$ cat src/design/adcirq_regs.svh
// Offsets, field positions and reset values of the status and mux bank.
// Assumes inclusion by adcirq_bank, bare name.
`ifndef ADCIRQ_REGS_SVH
`define ADCIRQ_REGS_SVH

// ***************************************************************
// Register offsets
// ***************************************************************
`define ADCIRQ_OFF_RESULT 4'h0
`define ADCIRQ_OFF_IRQ 4'h5
`define ADCIRQ_OFF_MUX 4'h6
`define ADCIRQ_OFF_EVT_STATUS 4'h8
`define ADCIRQ_OFF_EVT_MASK 4'h9

// ***************************************************************
// Field positions of the interrupt/status register
// ***************************************************************
`define ADCIRQ_BIT_DRDY_N 6
`define ADCIRQ_BIT_CRC_OK 5
`define ADCIRQ_BIT_POR_N 4
`define ADCIRQ_BIT_PIN_MODULATOR_BITSTREAM 3
`define ADCIRQ_BIT_PIN_PUSH 2
`define ADCIRQ_BIT_FASTCMD 1
`define ADCIRQ_BIT_STP 0

// ***************************************************************
// Reset values
// ***************************************************************
`define ADCIRQ_RST_CTRL 4'h3
`define ADCIRQ_RST_MUX 8'h01
`define ADCIRQ_RST_MASK 5'h00

// ***************************************************************
// Event status bit positions
// ***************************************************************
`define ADCIRQ_EVT_DRDY 0
`define ADCIRQ_EVT_CRC 1
`define ADCIRQ_EVT_POR 2
`define ADCIRQ_EVT_STP 3
`define ADCIRQ_EVT_FREJ 4

`endif

$ cat src/design/adcirq_pkg.sv
// Types shared by the status and mux bank.
// Needs nothing from the constants header.
package adcirq_pkg;
  typedef enum logic [1:0] {
    ADCIRQ_PIN_IDLE,
    ADCIRQ_PIN_IRQ,
    ADCIRQ_PIN_MODULATOR_BITSTREAM
  } adcirq_pin_type;
endpackage : adcirq_pkg

$ cat src/design/adcirq_pin.sv
// Drives the shared interrupt/bitstream pin as two signals.
// Assumes the caller decides source and level; the pad resolves the wire.
`timescale 1ns/1ns
`default_nettype none
module adcirq_pin
  import adcirq_pkg::*;
(
  input wire logic i_clk,
  input wire logic i_rst,
  input wire adcirq_pin_type i_src,
  input wire logic i_modulator_bitstream,
  input wire logic i_push_pull,
  output logic o_pin_o,
  output logic o_pin_oe
);
  logic level;

  // Interrupt is active low; the bitstream is sent as is.
  always_comb begin
    case (i_src)
      ADCIRQ_PIN_IRQ: level = 1'b0;
      ADCIRQ_PIN_MODULATOR_BITSTREAM: level = i_modulator_bitstream;
      ADCIRQ_PIN_IDLE: level = 1'b1;
      default: level = 1'b1;
    endcase
  end

  // A high level is only driven in push-pull; open drain releases it.
  always_ff @(posedge i_clk) begin
    if (i_rst) begin
      o_pin_o <= 1'b1;
      o_pin_oe <= 1'b0;
    end else begin
      o_pin_o <= level;
      o_pin_oe <= !level || i_push_pull;
    end
  end
endmodule : adcirq_pin
`default_nettype wire

$ cat src/design/adcirq_bank.sv
// Interrupt/status register, input multiplexer register and event interrupt.
// Assumes a one-cycle register port and converter events as one-cycle pulses.
//
// The implementer's own choice: the strobed register port.
`include "adcirq_regs.svh"
`timescale 1ns/1ns
`default_nettype none
module adcirq_bank
  import adcirq_pkg::*;
#(
  parameter int RESULT_W = 16
) (
  input wire logic i_clk,
  input wire logic i_rst,
  input wire logic [3:0] i_addr,
  input wire logic [7:0] i_wdata,
  input wire logic i_wr,
  input wire logic i_rd,
  input wire logic i_result_valid,
  input wire logic [RESULT_W-1:0] i_result,
  input wire logic i_crc_error,
  input wire logic i_por_event,
  input wire logic i_conv_start,
  input wire logic i_modulator_bitstream,
  input wire logic i_fast_cmd,
  output logic [7:0] o_rdata,
  output logic o_fast_cmd_exec,
  output logic [3:0] o_positive_input_select,
  output logic [3:0] o_negative_input_select,
  output logic o_pin_o,
  output logic o_pin_oe,
  output logic o_irq
);
  // The bitstream shift and the low result byte need at least 8 bits.
  if (RESULT_W < 8 || RESULT_W > 32) begin : g_bad_result_w
    $error("RESULT_W must be 8 to 32");
  end

  // ***************************************************************
  // Register state
  // ***************************************************************
  logic [3:0] ctrl_r;
  logic data_ready_flag_n_r;
  logic config_check_ok_flag_r;
  logic por_flag_n_r;
  logic [7:0] mux_r;
  logic [RESULT_W-1:0] result_r;
  logic [RESULT_W-1:0] modulator_bitstream_shift_r;
  logic [4:0] evt_status_r;
  logic [4:0] evt_mask_r;
  logic [4:0] evt_set;
  logic wr_irq;
  logic rd_irq;
  logic rd_result;
  logic modulator_bitstream_mode;
  logic push_pull;
  logic fast_command_enable;
  logic conversion_start_irq_enable;
  adcirq_pin_type pin_src;

  assign wr_irq = i_wr && (i_addr == `ADCIRQ_OFF_IRQ);
  assign rd_irq = i_rd && (i_addr == `ADCIRQ_OFF_IRQ);
  assign rd_result = i_rd && (i_addr == `ADCIRQ_OFF_RESULT);
  assign modulator_bitstream_mode = ctrl_r[`ADCIRQ_BIT_PIN_MODULATOR_BITSTREAM];
  assign push_pull = ctrl_r[`ADCIRQ_BIT_PIN_PUSH];
  assign fast_command_enable = ctrl_r[`ADCIRQ_BIT_FASTCMD];
  assign conversion_start_irq_enable = ctrl_r[`ADCIRQ_BIT_STP];

  // ***************************************************************
  // Writable control field
  // ***************************************************************
  // Only bits 3:0 are stored, so bit 7 and the flags ignore writes.
  always_ff @(posedge i_clk) begin
    if (i_rst) begin
      ctrl_r <= `ADCIRQ_RST_CTRL;
    end else if (wr_irq) begin
      ctrl_r <= i_wdata[3:0];
    end
  end

  // ***************************************************************
  // Read-only flags
  // ***************************************************************
  // A new result wins over a read in the same cycle so it is never missed.
  always_ff @(posedge i_clk) begin
    if (i_rst) begin
      data_ready_flag_n_r <= 1'b1;
    end else if (i_result_valid) begin
      data_ready_flag_n_r <= 1'b0;
    end else if (rd_result) begin
      data_ready_flag_n_r <= 1'b1;
    end
  end

  // The CRC flag stays low once an error is seen, until reset.
  always_ff @(posedge i_clk) begin
    if (i_rst) begin
      config_check_ok_flag_r <= 1'b1;
    end else if (i_crc_error) begin
      config_check_ok_flag_r <= 1'b0;
    end
  end

  // Cleared by reading the register; a fresh event beats the read.
  always_ff @(posedge i_clk) begin
    if (i_rst) begin
      por_flag_n_r <= 1'b1;
    end else if (i_por_event) begin
      por_flag_n_r <= 1'b0;
    end else if (rd_irq) begin
      por_flag_n_r <= 1'b1;
    end
  end

  // ***************************************************************
  // Multiplexer register
  // ***************************************************************
  always_ff @(posedge i_clk) begin
    if (i_rst) begin
      mux_r <= `ADCIRQ_RST_MUX;
    end else if (i_wr && (i_addr == `ADCIRQ_OFF_MUX)) begin
      mux_r <= i_wdata;
    end
  end

  always_ff @(posedge i_clk) begin
    if (i_rst) begin
      o_positive_input_select <= 4'h0;
      o_negative_input_select <= 4'h1;
    end else begin
      o_positive_input_select <= mux_r[7:4];
      o_negative_input_select <= mux_r[3:0];
    end
  end

  // ***************************************************************
  // Result register and bitstream capture
  // ***************************************************************
  // In bitstream mode the result register shows the last modulator codes.
  always_ff @(posedge i_clk) begin
    if (i_rst) begin
      modulator_bitstream_shift_r <= '0;
    end else begin
      modulator_bitstream_shift_r <= {modulator_bitstream_shift_r[RESULT_W-2:0], i_modulator_bitstream};
    end
  end

  always_ff @(posedge i_clk) begin
    if (i_rst) begin
      result_r <= '0;
    end else if (modulator_bitstream_mode) begin
      result_r <= modulator_bitstream_shift_r;
    end else if (i_result_valid) begin
      result_r <= i_result;
    end
  end

  // ***************************************************************
  // Fast command gate
  // ***************************************************************
  always_ff @(posedge i_clk) begin
    if (i_rst) begin
      o_fast_cmd_exec <= 1'b0;
    end else begin
      o_fast_cmd_exec <= i_fast_cmd && fast_command_enable;
    end
  end

  // ***************************************************************
  // Read data
  // ***************************************************************
  // Unmapped offsets read zero; the low result byte stands at offset 0.
  always_ff @(posedge i_clk) begin
    if (i_rst) begin
      o_rdata <= 8'h00;
    end else if (i_rd) begin
      case (i_addr)
        `ADCIRQ_OFF_RESULT: o_rdata <= result_r[7:0];
        `ADCIRQ_OFF_IRQ: o_rdata <= {1'b0, data_ready_flag_n_r, config_check_ok_flag_r,
                                     por_flag_n_r, ctrl_r};
        `ADCIRQ_OFF_MUX: o_rdata <= mux_r;
        `ADCIRQ_OFF_EVT_STATUS: o_rdata <= {3'h0, evt_status_r};
        `ADCIRQ_OFF_EVT_MASK: o_rdata <= {3'h0, evt_mask_r};
        default: o_rdata <= 8'h00;
      endcase
    end else begin
      o_rdata <= 8'h00;
    end
  end

  // ***************************************************************
  // Sticky events and mask
  // ***************************************************************
  always_comb begin
    evt_set = 5'h00;
    evt_set[`ADCIRQ_EVT_DRDY] = i_result_valid;
    evt_set[`ADCIRQ_EVT_CRC] = i_crc_error;
    evt_set[`ADCIRQ_EVT_POR] = i_por_event;
    evt_set[`ADCIRQ_EVT_STP] = i_conv_start && conversion_start_irq_enable;
    evt_set[`ADCIRQ_EVT_FREJ] = i_fast_cmd && !fast_command_enable;
  end

  // Write one to clear; a set in the same cycle wins.
  always_ff @(posedge i_clk) begin
    if (i_rst) begin
      evt_status_r <= 5'h00;
    end else if (i_wr && (i_addr == `ADCIRQ_OFF_EVT_STATUS)) begin
      evt_status_r <= (evt_status_r & ~i_wdata[4:0]) | evt_set;
    end else begin
      evt_status_r <= evt_status_r | evt_set;
    end
  end

  always_ff @(posedge i_clk) begin
    if (i_rst) begin
      evt_mask_r <= `ADCIRQ_RST_MASK;
    end else if (i_wr && (i_addr == `ADCIRQ_OFF_EVT_MASK)) begin
      evt_mask_r <= i_wdata[4:0];
    end
  end

  always_ff @(posedge i_clk) begin
    if (i_rst) begin
      o_irq <= 1'b0;
    end else begin
      o_irq <= |(evt_status_r & evt_mask_r);
    end
  end

  // ***************************************************************
  // Pin source selection
  // ***************************************************************
  // The pin reports interrupts while a flag is pending; in bitstream mode
  // only power-on and CRC faults may take it over.
  always_comb begin
    if (!por_flag_n_r || !config_check_ok_flag_r) begin
      pin_src = ADCIRQ_PIN_IRQ;
    end else if (modulator_bitstream_mode) begin
      pin_src = ADCIRQ_PIN_MODULATOR_BITSTREAM;
    end else if (!data_ready_flag_n_r || evt_status_r[`ADCIRQ_EVT_STP]) begin
      pin_src = ADCIRQ_PIN_IRQ;
    end else begin
      pin_src = ADCIRQ_PIN_IDLE;
    end
  end

  adcirq_pin u_pin (
    .i_clk(i_clk),
    .i_rst(i_rst),
    .i_src(pin_src),
    .i_modulator_bitstream(i_modulator_bitstream),
    .i_push_pull(push_pull),
    .o_pin_o(o_pin_o),
    .o_pin_oe(o_pin_oe)
  );
endmodule : adcirq_bank
`default_nettype wire

$ cat config.mk
export PLATFORM = sky130hd
export DESIGN_NAME = adcirq_bank
export DESIGN_NICKNAME = d
export VERILOG_FILES = /design/src/design/adcirq_pkg.sv /design/src/design/adcirq_pin.sv /design/src/design/adcirq_bank.sv
export VERILOG_INCLUDE_DIRS = /design/src /design/src/design
export SDC_FILE = /design/constraint.sdc
export NUM_CORES = 1
export LEC_CHECK = 0
export ABC_CLOCK_PERIOD_IN_PS = 1550
export BUFFER_PORTS_ARGS = -buffer_cell sky130_fd_sc_hd__buf_2
export CORE_ASPECT_RATIO = 2
export CORE_MARGIN = 10
export CORE_UTILIZATION = 53
export DETAILED_ROUTE_END_ITERATION = 10
export PLACE_DENSITY = 0.78
export SLEW_MARGIN = 10
export SYNTH_ARGS = -nofsm -noshare
export SYNTH_HDL_FRONTEND = slang
export SYNTH_SLANG_ARGS = --single-unit
$ cat constraint.sdc
create_clock -name i_clk -period 1.55 [get_ports i_clk]
set_input_delay 0.155 -clock i_clk [delete_from_list [all_inputs] [get_ports i_clk]]
set_output_delay 0.155 -clock i_clk [all_outputs]
set_load 0.01 [all_outputs]
==> run_results.csv <==
group,metric,value,unit
synth,syn_nets,310,
synth,synth_async_sr_flop_share,0,%
worst_setup_path,timing.rr.start,"data_ready_flag_n_r$_SDFFE_PP1P_",
worst_setup_path,cp_data_arrival_time,1.51,ns
power_and_ir_drop,ir_worst_vdd,0.000896,V
synth,ys_warn_count,0,
clock_tree,clock-sinks,61,
cells_and_area,ff_latch_area,0.00122,mm^2
synth,synth_compound_area_share,16.9,%
sta,fin_crit_sh,81.9,%
worst_setup_path,required,1.79,ns
clock_tree,path_clk_slew,0.06,ns
global_routing,grt_util_met3,5.12,%
flow_run,maxCapViolCount,0,
worst_hold_path,whs_endpoint,"o_fast_cmd_exec$_SDFF_PP0_",
sta,max_freq,788,MHz
cells_and_area,finalNonFillerCells,385,
global_routing,grt_pass1_vias,2182,
cells_and_area,diodes,0,
place,dp_cells,369,
clock_tree,post-cts-setup-buffer-count,0,
worst_hold_path,hold_start,"i_fast_cmd",
synth,netlist_instances,272,
global_routing,grt.met2_usage,26.6,%
worst_setup_path,start_kind,"flop",
routing,wl,6260,um
place,io_buffers,49,
sta,slew_headroom,64.8,%
global_routing,gr-total-overflow,0,
run_status,outcome,"finished clean",
routing,drtIter0Drc,67,
clock_tree,cts_max_level,3,
cells_and_area,layout-drive-gt1-share,30.8,%
floorplan,num_rows,36,
worst_setup_path,r2r-end,"u_pin.o_pin_oe$_SDFF_PP0_",
cells_and_area,final_util,64.9,%
floorplan,core,0.00486,mm^2
floorplan,die_y,120,um
sta,tightestPinTransition,0.526,ns
worst_setup_path,ff2ff_path_depth,3,
worst_setup_path,crit_type,"reg -> reg",
worst_setup_path,ff2ff_setup_slack,0.28,ns
routing,vias_per_cell,5.62,
synth,ys_seq_area_share,46.5,%
routing,routedWlPerCell,16.3,um
sta,post-route-min-period,1.27,ns
sta,fin_hold_ws,0.0378,ns
synth,synth_edf_count,0,
synth,synth.ff_latch_count,61,
global_routing,top_usage_layer,"met2",
worst_hold_path,hold_path_depth,3,
clock_tree,hold_buffers,0,
clock_tree,cts_buffer_depth,2,
global_routing,grt_antenna_before_repair,0,
synth,yosysUniqueCellTypes,47,
routing,ant_nets,0,
sta,fin_worst_skew,0.00689,ns
synth,synth_xor_area_share,0.333,%
sta,setup_viol,0,
cells_and_area,areaGrowthSynthToFinish,20.1,%
sta,hold_viol,0,
floorplan,start_util,54.0,%
power_and_ir_drop,p_leak,1.33,nW
synth,synth_adder_area_share,0,%
clock_tree,cts_tree,"yes",
clock_tree,clk_latency,0.35,ns
synth,syn_area,0.00263,mm^2
global_routing,grt_start_max_net_pins,21,
worst_setup_path,crit_path_end_kind,"flop",
clock_tree,cts_buffers,9,
synth,synth_mux_area_share,8.61,%
worst_setup_path,crit_fanout,3,
clock_tree,cts.repair.resized,0,
worst_hold_path,hold_path.class,"in -> reg",
power_and_ir_drop,finalPower,0.00362,W
place,place_congestion,0.934,
synth,yosys.area_share.simple,22.9,%
clock_tree,cts_root_buf,"clkbuf_8",
cells_and_area,multiInputGateArea,0.00128,mm^2
synth,synth_top_family_by_area,"simple AND/OR/NAND/NOR gates",
global_routing,grt_pass1_wl,10300,um
floorplan,design.die.area,0.00835,mm^2
sta,rsz0062_at_grt,"no",
synth,avgSynthCellArea,9.66,um^2
floorplan,io_pins,58,
cells_and_area,fin_nets,361,
power_and_ir_drop,power.density_cell_area,1150,mW/mm^2
routing,drc_errors,0,
place,post-dp-hpwl,4790,um
routing,vias,2163,
synth,yosys_most_used_dff,"dfxtp_1",
global_routing,grtUsageMet1,14.3,%
cells_and_area,fillers,429,
sta,final_max_slew_viol_count,0,
sta,tns,0,ns
global_routing,grt_util_all_layers,15.6,%
floorplan,die_x,69.8,um
routing,detail_route.first_pass.iterations,4,
## routing by layer
metal	share of wire, %	up-vias	wire length, um
li1	-	1082	-
met1	37	983	2300
met2	52	77	3240
met3	5.7	21	356
met4	5.7	0	359
met5	0	-	0
## synthesized netlist by cell type, types with 3 or more instances
library cell  count  area share [%]
dfxtp_1          61              46
o21ai_0          22             4.2
a21oi_1          21             4.0
nor2b_1          18             4.3
nand3_1          16             3.0
and3b_1          13             4.3
mux2_2           13             5.6
a22oi_1          11             3.1
nor2_1           11             1.6
mux2i_1           8             3.0
nand2_1           7             1.0
buf_2             6             1.1
clkbuf_1          6            0.86
inv_1             5            0.71
and3_1            4            0.95
nand2b_1          4            0.95
nor3b_1           4             1.1
buf_4             3            0.86
o21bai_1          3            0.86
## power by group
part	internal, W	switching [W]
Combinational	0.000136	0.000163
Sequential	0.00161	0.0000274
Clock	0.00108	0.000599
## critical path, cell delays in order (launching register included)
cell,delay (ns)
dfxtp_1,0.36
or3b_2,0.44
a21oi_1,0.26
a21oi_1,0.10
## sequential cells by signal, summed over array words and instances, names as in the netlist
signal                       count
o_fast_cmd_exec                  1
result_r                         8
data_ready_flag_n_r              1
mux_r                            8
evt_mask_r                       5
config_check_ok_flag_r           1
o_rdata                          8
u_pin.o_pin_o                    1
o_irq                            1
por_flag_n_r                     1
evt_status_r                     5
ctrl_r                           4
modulator_bitstream_shift_r      8
u_pin.o_pin_oe                   1
o_negative_input_select          4
o_positive_input_select          4
## cell families after synthesis
kind of cell           after synthesis
multiplexers                        21
buffers and inverters               24
flip-flops                          61
AO/OA/AOI/OAI                       71
AND/OR/NAND/NOR                     94
XOR/XNOR                             1
## layout make-up
class / instances / share of cell area (%)
clock inverter: 3 / 2.06
timing repair buffer: 59 / 10.1
clock buffer: 13 / 5.67
inverter: 5 / 0.594
tap: 57 / 2.26
sequential: 61 / 38.7
multi-input combinational: 187 / 40.6
## layout by cell type (no fill, tap or decap), types with 13 or more instances in the layout
cell type / count
dfxtp_1: 61
nand3_1: 16
mux2_2: 13
o21ai_0: 22
clkbuf_8: 13
nor2b_1: 18
buf_2: 49
and3b_1: 13
a21oi_1: 21
## metrics by stage
step	cell area (um^2)	setup slack, ns
2_1_floorplan	2630	0.441
3_3_place_gp	2910	0.214
3_5_place_dp	2910	0.154
4_1_cts	3160	0.268
5_1_grt	3160	0.228
6_report	3160	0.281
## worst max path at each step
stage / slack (ns) / endpoint / startpoint
2_1_floorplan: 0.44 / u_pin.o_pin_oe$_SDFF_PP0_ / data_ready_flag_n_r$_SDFFE_PP1P_
3_3_place_gp: 0.21 / o_rdata[4]$_SDFF_PP0_ / i_addr[0]
3_5_place_dp: 0.15 / o_rdata[3]$_SDFF_PP0_ / i_addr[0]
4_1_cts: 0.27 / u_pin.o_pin_oe$_SDFF_PP0_ / data_ready_flag_n_r$_SDFFE_PP1P_
5_1_grt: 0.23 / u_pin.o_pin_oe$_SDFF_PP0_ / data_ready_flag_n_r$_SDFFE_PP1P_
6_report: 0.28 / u_pin.o_pin_oe$_SDFF_PP0_ / data_ready_flag_n_r$_SDFFE_PP1P_
Note: power is estimated with default switching activity, not from simulation.
